[config.mk]
export PLATFORM = sky130hd
export DESIGN_NAME = ots_pipe
export DESIGN_NICKNAME = d
export VERILOG_FILES = /design/src/shared/ots_pkg.sv /design/src/core/ots_pipe.sv
export VERILOG_INCLUDE_DIRS = /design/src /design/src/shared
export SDC_FILE = /design/constraint.sdc
export NUM_CORES = 2
export LEC_CHECK = 0
export BUFFER_PORTS_ARGS = -buffer_cell sky130_fd_sc_hd__buf_4
export CAP_MARGIN = 25
export CORE_UTILIZATION = 60
export CTS_CLUSTER_SIZE = 14
export DETAILED_ROUTE_END_ITERATION = 6
export PLACE_DENSITY = 0.78
export SYNTH_ARGS = -nofsm -noshare
export SYNTH_HDL_FRONTEND = slang
export SYNTH_SLANG_ARGS = --single-unit
[constraint.sdc]
create_clock -name clk_sys -period 48.1 [get_ports clk_sys]
set_clock_uncertainty 0.2 [all_clocks]
set_input_delay 9.62 -clock clk_sys [delete_from_list [all_inputs] [get_ports clk_sys]]
set_output_delay 9.62 -clock clk_sys [all_outputs]
set_load 0.005 [all_outputs]
[src/shared/ots_consts.svh]
// constants for the one-step time stamp pipeline
`ifndef OTS_CONSTS_SVH
`define OTS_CONSTS_SVH
// clock period in ns, also the local time step per edge
`define OTS_CLK_NS 30'h19
`define OTS_NS_PER_SEC 30'h3B9ACA00
// message types
`define OTS_MSG_SYNC 4'h0
`define OTS_MSG_DREQ 4'h1
// field offsets from the start of the ptp header
`define OTS_OFF_MSG 11'h000
`define OTS_OFF_DOM 11'h004
`define OTS_OFF_CF 11'h008
`define OTS_OFF_CF_END 11'h00F
`define OTS_OFF_RSV 11'h010
`define OTS_OFF_RSV_END 11'h013
`define OTS_OFF_ORG 11'h022
`define OTS_OFF_ORG_END 11'h02B
// udp checksum sits two bytes before the ptp header
`define OTS_OFF_UDP_HI 11'h7FE
`define OTS_OFF_UDP_LO 11'h7FF
// crc-32 reflected polynomial, seed and good-frame residue
`define OTS_CRC_POLY 32'hEDB88320
`define OTS_CRC_SEED 32'hFFFFFFFF
`define OTS_CRC_RES 32'hDEBB20E3
// default delay line depth and stamp fifo depth
`define OTS_DLY_DEF 16
`define OTS_TSF_DEF 8
`endif

[src/shared/ots_pkg.sv]
// types for the one-step time stamp pipeline
package ots_pkg;
  // one byte of the frame stream
  typedef struct packed {
    logic vld;
    logic sof;
    logic eof;
    logic [7:0] data;
  } ots_beat_s;
  // seconds and nanoseconds of local time
  typedef struct packed {
    logic [31:0] sec;
    logic [29:0] ns;
  } ots_time_s;
  // analyzer decision for the current frame
  typedef enum logic [1:0] {ignore_action, write_action, write_save_action} ots_act_e;
endpackage

[src/core/ots_pipe.sv]
// one-step time stamp pipeline for one port and one direction
`include "ots_consts.svh"
`timescale 1ns/10ps
`default_nettype none
module ots_pipe #(
  parameter int DLY = `OTS_DLY_DEF,
  parameter int TSF_DEPTH = `OTS_TSF_DEF
) (
  input wire logic clk_sys,
  input wire logic reset,
  input wire logic dir_egress, // 0 ingress, 1 egress
  input wire logic res_mode, // residence time for delay_req on egress
  input wire logic [7:0] domain_cfg,
  input wire logic [7:0] ptp_off, // ptp header start in frame
  input wire logic encap_v4,
  input wire logic encap_v6,
  input wire logic [7:0] pad_off, // ipv6 pad bytes, from ptp start
  input wire logic [29:0] lat_corr,
  input wire logic [63:0] asym, // scaled ns, as the correction field
  input wire logic [95:0] id_off, // 16 x 6-bit id byte offsets
  input wire ots_pkg::ots_beat_s in_beat, // clear-text side
  output var ots_pkg::ots_beat_s out_beat,
  output var ots_pkg::ots_time_s local_time,
  input wire logic ts_rd,
  output var logic ts_rd_vld,
  output var logic [127:0] ts_rd_id,
  output var ots_pkg::ots_time_s ts_rd_stamp,
  output var logic ts_empty,
  output var logic [$clog2(TSF_DEPTH):0] ts_level,
  output var logic ts_drop
);
  localparam int AW = $clog2(TSF_DEPTH);
  // ----------------------------------------
  // elaboration checks
  // ----------------------------------------
  // analyzer needs the reserved bytes in before the cf leaves
  if (DLY < 12 || TSF_DEPTH < 2 || (TSF_DEPTH & (TSF_DEPTH - 1)) != 0) begin : g_chk
    $error("ots_pipe: DLY below 12 or TSF_DEPTH not a power of two");
  end
  // ----------------------------------------
  // helpers
  // ----------------------------------------
  // one byte of reflected crc-32
  function automatic logic [31:0] crc_b(input logic [31:0] c, input logic [7:0] d);
    logic [31:0] r;
    r = c ^ {24'h000000, d};
    for (int i = 0; i < 8; i++) begin
      r = r[0] ? ((r >> 1) ^ `OTS_CRC_POLY) : (r >> 1);
    end
    return r;
  endfunction
  // ones' complement 16-bit add
  function automatic logic [15:0] oc_add(input logic [15:0] a, input logic [15:0] b);
    logic [16:0] s;
    s = {1'b0, a} + {1'b0, b};
    return s[15:0] + {15'h0000, s[16]};
  endfunction
  // ----------------------------------------
  // local time
  // ----------------------------------------
  // ns counter wraps into the seconds counter
  always_ff @(posedge clk_sys or posedge reset) begin
    if (reset) begin
      local_time <= '0;
    end else if (local_time.ns >= `OTS_NS_PER_SEC - `OTS_CLK_NS) begin
      local_time.ns <= local_time.ns + `OTS_CLK_NS - `OTS_NS_PER_SEC;
      local_time.sec <= local_time.sec + 32'h00000001;
    end else begin
      local_time.ns <= local_time.ns + `OTS_CLK_NS;
    end
  end
  // ----------------------------------------
  // input side: position, stamp, analyzer
  // ----------------------------------------
  logic [10:0] pos_i_r; // byte index of last input byte
  logic [10:0] cur_i; // byte index of this input byte
  logic [10:0] rel_i; // index from ptp header start
  ots_pkg::ots_time_s adj; // corrected stamp of this instant
  logic [30:0] ns_sum; // egress ns plus latency
  assign cur_i = in_beat.sof ? 11'h000 : pos_i_r + 11'h001;
  assign rel_i = cur_i - {3'h0, ptp_off};
  assign ns_sum = {1'b0, local_time.ns} + {1'b0, lat_corr};
  // latency correction, borrowing or carrying a second
  always_comb begin
    adj = local_time;
    if (dir_egress) begin
      // egress adds latency
      if (ns_sum >= {1'b0, `OTS_NS_PER_SEC}) begin
        adj.ns = 30'(ns_sum - {1'b0, `OTS_NS_PER_SEC});
        adj.sec = local_time.sec + 32'h00000001;
      end else begin
        adj.ns = ns_sum[29:0];
      end
    end else if (local_time.ns >= lat_corr) begin
      adj.ns = local_time.ns - lat_corr;
    end else begin
      adj.ns = local_time.ns + `OTS_NS_PER_SEC - lat_corr;
      adj.sec = local_time.sec - 32'h00000001;
    end
  end
  always_ff @(posedge clk_sys or posedge reset) begin
    if (reset) begin
      pos_i_r <= 11'h000;
    end else if (in_beat.vld) begin
      pos_i_r <= cur_i;
    end
  end
  ots_pkg::ots_time_s stamp_r; // stamp of the frame in flight
  logic stamp_vld_r;
  ots_pkg::ots_act_e act_r; // analyzer decision
  logic [3:0] msg_r; // message type
  // stamp capture and analyzer decision
  always_ff @(posedge clk_sys or posedge reset) begin
    if (reset) begin
      stamp_r <= '0;
      stamp_vld_r <= 1'b0;
      act_r <= ots_pkg::ignore_action;
      msg_r <= 4'h0;
    end else if (in_beat.vld && in_beat.sof) begin
      stamp_r <= adj;
      stamp_vld_r <= 1'b1;
      act_r <= ots_pkg::ignore_action;
    end else if (in_beat.vld && rel_i == `OTS_OFF_MSG) begin
      msg_r <= in_beat.data[3:0];
    end else if (in_beat.vld && rel_i == `OTS_OFF_DOM) begin
      if (in_beat.data == domain_cfg && msg_r == `OTS_MSG_SYNC) begin
        act_r <= ots_pkg::write_action;
      end else if (in_beat.data == domain_cfg && msg_r == `OTS_MSG_DREQ) begin
        act_r <= dir_egress ? ots_pkg::write_save_action : ots_pkg::write_action;
      end else begin
        // delay_resp and other traffic end here
        act_r <= ots_pkg::ignore_action;
        stamp_vld_r <= 1'b0;
      end
    end
  end
  logic [63:0] cf_orig_r; // incoming correction field
  logic [31:0] rsv_orig_r; // incoming reserved bytes
  logic [15:0] pad_orig_r; // incoming ipv6 pad bytes
  logic [127:0] id_r; // frame identifier
  // copies of the fields the rewriter and the stamp fifo need
  always_ff @(posedge clk_sys or posedge reset) begin
    if (reset) begin
      cf_orig_r <= '0;
      rsv_orig_r <= '0;
      pad_orig_r <= '0;
      id_r <= '0;
    end else if (in_beat.vld) begin
      if (rel_i >= `OTS_OFF_CF && rel_i <= `OTS_OFF_CF_END) begin
        cf_orig_r <= {cf_orig_r[55:0], in_beat.data};
      end
      if (rel_i >= `OTS_OFF_RSV && rel_i <= `OTS_OFF_RSV_END) begin
        rsv_orig_r <= {rsv_orig_r[23:0], in_beat.data};
      end
      if (rel_i == {3'h0, pad_off}) begin
        pad_orig_r[15:8] <= in_beat.data;
      end
      if (rel_i == {3'h0, pad_off} + 11'h001) begin
        pad_orig_r[7:0] <= in_beat.data;
      end
      // id byte i taken from its configured offset
      for (int i = 0; i < 16; i++) begin
        if (rel_i == {5'h00, id_off[6*i +: 6]}) begin
          id_r[8*(15-i) +: 8] <= in_beat.data;
        end
      end
    end
  end
  logic [31:0] crc_i_r; // crc over incoming bytes
  logic [31:0] crc_i_nxt;
  logic fcs_bad_r; // incoming fcs was wrong
  assign crc_i_nxt = crc_b(in_beat.sof ? `OTS_CRC_SEED : crc_i_r, in_beat.data);
  // incoming fcs
  always_ff @(posedge clk_sys or posedge reset) begin
    if (reset) begin
      crc_i_r <= `OTS_CRC_SEED;
      fcs_bad_r <= 1'b0;
    end else if (in_beat.vld) begin
      crc_i_r <= crc_i_nxt;
      if (in_beat.eof) begin
        fcs_bad_r <= crc_i_nxt != `OTS_CRC_RES;
      end
    end
  end
  // ----------------------------------------
  // delay line
  // ----------------------------------------
  ots_pkg::ots_beat_s line [DLY];
  // fixed-length shift, copy goes to the analyzer above
  always_ff @(posedge clk_sys or posedge reset) begin
    if (reset) begin
      for (int i = 0; i < DLY; i++) begin
        line[i] <= '0;
      end
    end else begin
      line[0] <= in_beat;
      for (int i = 1; i < DLY; i++) begin
        line[i] <= line[i-1];
      end
    end
  end
  // ----------------------------------------
  // rewriter
  // ----------------------------------------
  ots_pkg::ots_beat_s st; // byte leaving the delay line
  logic [10:0] pos_o_r;
  logic [10:0] cur_o;
  logic [10:0] rel_o;
  logic tail_hit; // byte is one of the four fcs bytes
  logic [1:0] tail_idx;
  logic mod, asym_on, res_on, cf_mod;
  logic [29:0] resid; // departure minus software sub-second
  logic [63:0] cf_new;
  logic [79:0] org; // ten-byte origin stamp
  logic [31:0] crc_o_r;
  logic [31:0] fcs_out;
  logic [15:0] old_acc_r, new_acc_r, pad_new;
  logic [7:0] d; // byte sent
  logic chg; // byte changed, counted for ipv6 pad
  logic [31:0] rsv_new; // reserved-byte image of the stamp
  assign st = line[DLY-1];
  assign cur_o = st.sof ? 11'h000 : pos_o_r + 11'h001;
  assign rel_o = cur_o - {3'h0, ptp_off};
  assign mod = act_r != ots_pkg::ignore_action && stamp_vld_r;
  assign asym_on = dir_egress ? (msg_r == `OTS_MSG_DREQ) : (msg_r == `OTS_MSG_SYNC);
  assign res_on = dir_egress && res_mode && msg_r == `OTS_MSG_DREQ;
  assign cf_mod = asym_on || res_on;
  assign resid = stamp_r.ns >= rsv_orig_r[29:0] ? stamp_r.ns - rsv_orig_r[29:0]
               : stamp_r.ns + `OTS_NS_PER_SEC - rsv_orig_r[29:0];
  assign cf_new = cf_orig_r + (asym_on ? asym : 64'h0)
                + (res_on ? {18'h00000, resid, 16'h0000} : 64'h0);
  assign org = {16'h0000, stamp_r.sec, 2'b00, stamp_r.ns};
  assign rsv_new = {2'b00, stamp_r.ns};
  assign fcs_out = fcs_bad_r ? crc_o_r : ~crc_o_r;
  assign pad_new = oc_add(oc_add(pad_orig_r, old_acc_r), ~new_acc_r);
  // nearest end of frame tells which fcs byte this is
  always_comb begin
    tail_hit = 1'b0;
    tail_idx = 2'b00;
    for (int j = 3; j >= 0; j--) begin
      if (line[DLY-1-j].eof) begin
        tail_hit = 1'b1;
        tail_idx = 2'(3 - j);
      end
    end
  end
  // byte overwrite by position
  always_comb begin
    d = st.data;
    chg = 1'b0;
    if (mod) begin
      if (!dir_egress && rel_o >= `OTS_OFF_RSV && rel_o <= `OTS_OFF_RSV_END) begin
        d = rsv_new[8*(3-int'(rel_o[1:0])) +: 8];
        chg = 1'b1;
      end else if (cf_mod && rel_o >= `OTS_OFF_CF && rel_o <= `OTS_OFF_CF_END) begin
        d = cf_new[8*(7-int'(rel_o[2:0])) +: 8];
        chg = 1'b1;
      end else if (dir_egress && !res_on && rel_o >= `OTS_OFF_ORG
                   && rel_o <= `OTS_OFF_ORG_END) begin
        d = org[8*(9-int'(rel_o - `OTS_OFF_ORG)) +: 8];
        chg = 1'b1;
      end else if (encap_v4 && (rel_o == `OTS_OFF_UDP_HI || rel_o == `OTS_OFF_UDP_LO)) begin
        d = 8'h00;
      end else if (encap_v6 && rel_o == {3'h0, pad_off}) begin
        d = pad_new[15:8];
      end else if (encap_v6 && rel_o == {3'h0, pad_off} + 11'h001) begin
        d = pad_new[7:0];
      end
      if (tail_hit) begin
        d = fcs_out[8*int'(tail_idx) +: 8];
        chg = 1'b0;
      end
    end
  end
  // output register, crc and ipv6 change sums
  always_ff @(posedge clk_sys or posedge reset) begin
    if (reset) begin
      out_beat <= '0;
      pos_o_r <= 11'h000;
      crc_o_r <= `OTS_CRC_SEED;
      old_acc_r <= 16'h0000;
      new_acc_r <= 16'h0000;
    end else begin
      out_beat <= '{vld: st.vld, sof: st.sof, eof: st.eof, data: d};
      if (st.vld) begin
        pos_o_r <= cur_o;
        if (!tail_hit) begin
          crc_o_r <= crc_b(st.sof ? `OTS_CRC_SEED : crc_o_r, d);
        end
        if (st.sof) begin
          old_acc_r <= 16'h0000;
          new_acc_r <= 16'h0000;
        end else if (chg) begin
          // track what changed for the pad fix
          old_acc_r <= oc_add(old_acc_r, cur_o[0] ? {8'h00, st.data} : {st.data, 8'h00});
          new_acc_r <= oc_add(new_acc_r, cur_o[0] ? {8'h00, d} : {d, 8'h00});
        end
      end
    end
  end
  // ----------------------------------------
  // transmit stamp fifo
  // ----------------------------------------
  typedef struct packed {
    logic [127:0] id;
    ots_pkg::ots_time_s ts;
  } ots_set_s;
  ots_set_s mem [TSF_DEPTH];
  logic [AW:0] wp_r, rp_r;
  logic push, full;
  assign push = in_beat.vld && in_beat.eof && act_r == ots_pkg::write_save_action
              && stamp_vld_r;
  assign ts_level = wp_r - rp_r;
  assign full = ts_level == (AW+1)'(TSF_DEPTH);
  assign ts_empty = wp_r == rp_r;
  // store id with stamp, read one set per request
  always_ff @(posedge clk_sys or posedge reset) begin
    if (reset) begin
      wp_r <= '0;
      rp_r <= '0;
      ts_rd_vld <= 1'b0;
      ts_rd_id <= '0;
      ts_rd_stamp <= '0;
      ts_drop <= 1'b0;
    end else begin
      ts_drop <= push && full;
      if (push && !full) begin
        mem[wp_r[AW-1:0]] <= '{id: id_r, ts: stamp_r};
        wp_r <= wp_r + 1'b1;
      end
      ts_rd_vld <= ts_rd && !ts_empty;
      if (ts_rd && !ts_empty) begin
        ts_rd_id <= mem[rp_r[AW-1:0]].id;
        ts_rd_stamp <= mem[rp_r[AW-1:0]].ts;
        rp_r <= rp_r + 1'b1;
      end
    end
  end
endmodule
`default_nettype wire

=== Yosys cells after proc, flatten, opt, wreduce, memory -nomap -nowiden ===
Memory sizes are Yosys's and may differ from the RTL's. A register that Yosys moved wholly into a read port is not among the register bits.
Cells that the tools add are included.

* Register bits: 685
* Memory bits (writable): 1520
* Input port bits: 232
* Output and inout bits: 270
* Logic and storage cells: 348
* Memories: 1

* $add $sub $neg: 34
* Magnitude comparators: 14
* Equal/unequal tests: 32
* Shifts and indexed selects: 4
* Muxes and demuxes: 70
* Bitwise gates (word level): 22
* Reduce and logical (&&, ||, !) cells: 65

{| class="wikitable"
|+ Memory list
! memory !! words !! width !! rd ports !! clocked after Yosys merged registers in !! write ports !! RTL line !! RTL
|-
| mem || 8 || 190 || 1 || 1 || 1 || ots_pipe.sv:308 || <nowiki>ots_set_s mem [TSF_DEPTH];</nowiki>
|}

{| class="wikitable"
|+ Operators by type and width
! kind !! number
|-
| $mux 32 || 21
|-
| $not 13->14 || 16
|-
| $eq 11x6->1 || 16
|-
| $mux 30 || 4
|-
| $sub 30x30->30 || 4
|-
| $mux 16 || 6
|-
| $shiftx 80x16->8 || 1
|-
| $add 16x16->17 || 4
|-
| $add 16x1->16 || 4
|-
| $add 64x46->64 || 1
|-
| $add 64x64->64 || 1
|-
| $mux 64 || 1
|-
| $mux 8 || 8
|-
| $shiftx 32x6->8 || 2
|-
| $shiftx 64x7->8 || 1
|-
| $xor 32x8->32 || 2
|-
| $mux 62 || 1
|-
| $add 30x30->30 const B || 2
|-
| $ge 30x30->1 || 2
|-
| $sub 30x30->30 const B || 2
|-
| $reduce_and 2->1 || 25
|-
| $mux 46 || 1
|-
| $add 32x1->32 const B || 1
|-
| $ne 32x32->1 const B || 1
|-
| 44 further kinds || 114
|}

=== Logic depth before layout (Yosys ltp) ===
* Word-level depth: 30
* Depth in mapped cells: 74
* Mapped depth without buffers: 73

=== Worst setup path before layout ===
No wires, ideal clock.

* Kind: input -> register
* Start point: input port reset
* End point: memory mem[0][0] in the netlist's numbering, enable pin
* Library setup time: 971 ps
* Arrival: 43269 ps
* Required time: 46929 ps
* Slack: 3659 ps
* Cell stages on the path: 3
* Path buffers: 0
* Path through: inv_1 -> nand3_1 -> nor3_1

* Cells in the longest elaborated chain, start to end: 3

{| class="wikitable"
|+ Ends and longest elaborated chain
! item !! RTL line !! RTL
|-
| start: declaration || ots_pipe.sv:10 || <nowiki>input wire logic reset,</nowiki>
|-
| $logic_not 1->1 (no line) || -- ||
|-
| $logic_and 1x1->1 (not written as such) || ots_pipe.sv:328 || <nowiki>mem[wp_r[AW-1:0]] <= '{id: id_r, ts: stamp_r};</nowiki>
|-
| $mux 1 (not written as such) || ots_pipe.sv:328 ||
|-
| end: declaration || ots_pipe.sv:308 ||
|}

No other way between the ends.

=== Final worst setup path ===
* Start point: input port dir_egress
* End point: register new_acc_r[14]

* Cells in the longest elaborated chain, start to end: 16
* Elaborated cells on any way between the ends: 35
* Classes of those cells: add/sub (4); shift (1); mux (16); reduce/logical (14)

{| class="wikitable"
|+ Ends and longest elaborated chain
! item !! RTL line !! RTL
|-
| start: declaration || ots_pipe.sv:11 || <nowiki>input wire logic dir_egress,</nowiki>
|-
| parallel branches: the longest is 8 deep, another holds $add 64x64->64 || -- ||
|-
| $mux 8 (*) || ots_pipe.sv:252 || <nowiki>if (!dir_egress && rel_o >= `OTS_OFF_RSV && rel_o <= `OTS_OFF_RSV_END) begin</nowiki>
|-
| $mux 8 (*) || ots_pipe.sv:269 || <nowiki>if (tail_hit) begin</nowiki>
|-
| $mux 8 (*) || ots_pipe.sv:251 || <nowiki>if (mod) begin</nowiki>
|-
| net d[0] || ots_pipe.sv:218 || <nowiki>logic [7:0] d;</nowiki>
|-
| $mux 16 (*) || ots_pipe.sv:296 || <nowiki>new_acc_r <= oc_add(new_acc_r, cur_o[0] ? {8'h00, d} : {d, 8'h00});</nowiki>
|-
| $add 16x16->17 (*) || ots_pipe.sv:55 || <nowiki>s = {1'b0, a} + {1'b0, b};</nowiki>
|-
| $add 16x1->16 (*) || ots_pipe.sv:56 || <nowiki>return s[15:0] + {15'h0000, s[16]};</nowiki>
|-
| $mux 16 (*) || ots_pipe.sv:293 || <nowiki>end else if (chg) begin</nowiki>
|-
| $mux 16 (*) || ots_pipe.sv:290 || <nowiki>if (st.sof) begin</nowiki>
|-
| end signal: assignment || ots_pipe.sv:296 ||
|-
| end: declaration || ots_pipe.sv:217 || <nowiki>logic [15:0] old_acc_r, new_acc_r, pad_new;</nowiki>
|}

Mark *: on every way through the listed nets, which the timed path passes. The select of a mux whose other input is x is not followed.
A chain may end at the register's enable or synchronous reset.

==> flow_metrics.py <==
metrics = {
    "setup_path": {
        "max_stage_delay_ns": 0.70,
        "crit_path_end_kind": "flip-flop",
        "cpMaxStageDelayCell": "a2111oi_2",
        "path_buf_inv": 2,
        "critPathTopFamily": "compound AO/OA/AOI/OAI gates",
        "crit_top_cell": "a21oi_1",
        "cp.arrival_ns": 20.10,
        "cp_max_fo": 65,
        "cp.required_ns": 48.67,
        "critPathLaunchType": "primary input",
        "crit_type": "in -> reg",
    },
    "drt": {
        "vias": 74900,
        "drc": 1,
        "avgRoutedWirePerCell_um": 27.0,
        "firstDrtPassIters": 7,
        "drt-total-wl_um": 319000,
        "drtAntennaViolNets": 0,
        "drt_iter0_markers": 7786,
        "avgViaCountPerCell": 6.33,
    },
    "layout": {
        "post-route-util_pct": 67.8,
        "syn2layout_area_growth_pct": 12.3,
        "fillCellCount": 13100,
        "fin_area_um2": 131000,
        "drive_gt1_share_pct": 19.7,
        "nNetsFinal": 9786,
    },
    "power": {
        "power.density_nw_per_um2": 38.9,
        "ir_drop_v": 0.0000348,
        "power.internal_uw": 3680,
        "power_frac_comb_pct": 17.6,
        "power.clock.fraction_pct": 35.8,
        "p_leak_uw": 0.0502,
        "finalPower_uw": 5080,
        "switchingPower_uw": 1400,
        "seq_power_share_pct": 46.6,
        "switching_share_pct": 27.6,
    },
    "placement": {
        "routabilityCongestion": 0.969,
        "dpl.hpwl_um": 206000,
        "port_buffers": 501,
        "place_area_um2": 123000,
    },
    "global_routing": {
        "grt_pass1_vias": 75500,
        "grt_usage_pct": 32.6,
        "grt_pass1_wl_um": 477000,
        "grt_max_degree": 150,
        "overflow": 0,
        "antenna_found_initial": 20,
    },
    "timing": {
        "slew_headroom_pct": 24.1,
        "rsz0062_at_grt": "false",
        "finalMaxSlewViolations": 0,
        "setup_violations": 0,
        "finalHoldViolCount": 0,
        "period_needed_ns": 19.52,
        "worstMarginPinSlew_ns": 1.14,
        "whs_ns": 0.122,
        "timing.setup.tns_ns": 0,
        "timing.fmax_mhz": 51.2,
        "min_period_over_period_pct": 40.6,
    },
    "cts": {
        "cts_hold_buf": 0,
        "cts_setup_buffers": 0,
        "cts-resized-gates": 0,
        "clock_path_buffers": 3,
        "clkSlewWorstSetupHoldPaths_ns": 0.06,
        "cts_sinks": 2395,
        "htree_levels": 4,
        "root_buffer": "clkbuf_16",
        "numCtsBuffers": 228,
        "clk_latency_ns": 0.89,
        "cts_tree": "done",
    },
    "floorplanning": {
        "rows": 161,
        "dieHeight_um": 442,
        "io_pins": 502,
        "die_x_um": 442,
        "coreArea_um2": 192000,
        "start_util_pct": 60.4,
        "dieArea_um2": 195000,
    },
    "synthesis": {
        "yosysUniqueCellTypes": 130,
        "yosys_warnings": 0,
        "netlist_area_um2": 116000,
        "postSynthAreaPerCell_um2": 13.4,
        "ys_seq_area_share_pct": 58.2,
        "synth_edf_count": 1520,
        "synth_nets": 9351,
        "synth.ff_latch_count": 2395,
        "ys_async_sr_fraction_pct": 36.5,
        "syn_inst": 8671,
        "ys.flop_type": "edfxtp_1",
    },
    "status": {
        "violations": "design-rule violations",
        "status": "finished, violations left",
    },
    "job": {
        "max_cap_viol_count": 0,
    },
    "min_path": {
        "hold_path_class": "reg -> reg",
    },
}
## cell usage after synthesis (all sizes together) (123+ instances only)
library cell	n	share of area (%)
a21oi	354	1.5
mux4	386	7.5
ha	374	4.0
mux2i	245	2.1
edfxtp	1520	39
inv	336	1.1
clkbuf	326	1.1
nand2	603	2.0
nor3	130	0.56
and2	123	0.67
xor2	253	2.0
mux2	273	2.6
nand3	150	0.65
o21ai	526	2.3
dfrtp	811	17
xnor2	419	3.2
nor2	516	1.7
## logic make-up after synthesis
| group | after synthesis | share of synthesized area (%) |
|---|---|---|
| AOI/OAI and AO/OA | 1511 | 8.18 |
| DFF | 2395 | 58.2 |
| muxes | 904 | 12.2 |
| and+or+nand+nor | 1966 | 8.07 |
| buffers and inverters | 757 | 2.53 |
| xor gates and xnor gates | 690 | 5.50 |
| adders and majority gates | 448 | 5.30 |
## power by group through the flow
stage	sequential, µW	clock (µW)	combinational [µW]
5_1_grt	2370	1920	969
4_1_cts	2360	1840	886
6_report	2360	1820	895
3_5_place_dp	2400	0	879
3_3_place_gp	2400	0	862
2_1_floorplan	2360	0	632
## worst paths after layout
| kind | startpoint | to | slack, ns | depth (start not counted) |
|---|---|---|---|---|
| worst max-delay path | dir_egress | new_acc_r[14] | 28.58 | 46 |
| worst min-delay path | line[125] | line[114] | 0.12 | 0 |
| worst max register to register | org[0] | new_acc_r[14] | 33.24 | 58 |
| worst min register to register | line[125] | line[114] | 0.12 | 0 |
| max in group asynchronous | reset | org[62] | 34.75 | 7 |
| min in group asynchronous | reset | pos_i_r[7] | 8.58 | 2 |
## cell usage in the layout (no fill, tap or decap), drive strengths merged, types with 245 or more instances in the layout
| master | netlist | routed |
|---|---|---|
| inv | 336 | 340 |
| nor2 | 516 | 516 |
| dfrtp | 811 | 811 |
| mux4 | 386 | 386 |
| mux2i | 245 | 245 |
| edfxtp | 1520 | 1520 |
| xnor2 | 419 | 419 |
| o21ai | 526 | 526 |
| nand2 | 603 | 603 |
| a21oi | 354 | 354 |
| xor2 | 253 | 253 |
| buf | 89 | 623 |
| clkbuf | 326 | 311 |
| ha | 374 | 374 |
| mux2 | 273 | 273 |
## sequential cells by signal, indices dropped and copies added (netlist names), 16 cells and up
| register | count |
|---|---|
| crc_o_r | 32 |
| local_time | 62 |
| old_acc_r | 16 |
| new_acc_r | 16 |
| mem | 1520 |
| rsv_orig_r | 30 |
| org | 62 |
| cf_orig_r | 64 |
| pad_orig_r | 16 |
| line | 176 |
| ts_rd_id | 128 |
| id_r | 128 |
| ts_rd_stamp | 62 |
| crc_i_r | 32 |
## area by class of cell
cell class | count | area, µm² | share of cell area [%]
diodes | 11 | 27.5 | 0.0211
clock buffers | 311 | 6280 | 4.81
clock inverters | 115 | 1300 | 0.999
inverters | 339 | 1290 | 0.986
multi-input cells | 5519 | 46000 | 35.2
flip-flops and latches | 2395 | 67600 | 51.8
well taps | 2526 | 3160 | 2.42
repair buffers | 623 | 4870 | 3.73
## per-layer routing
layer,vias up,GRT usage [%],wire length (µm)
li1,33100,-,-
met1,38000,41.7,121000
met2,3217,53.7,155000
met3,665,4.54,22300
met4,4,18.8,21100
met5,-,0,27
## through the flow
step	cells	worst slack, ns
2_1_floorplan	8671	3.66
3_3_place_gp	11400	28.07
3_5_place_dp	11400	27.78
4_1_cts	11800	28.67
5_1_grt	11800	27.80
6_report	11800	28.58
No activity file was read; power rests on OpenSTA's default activity.
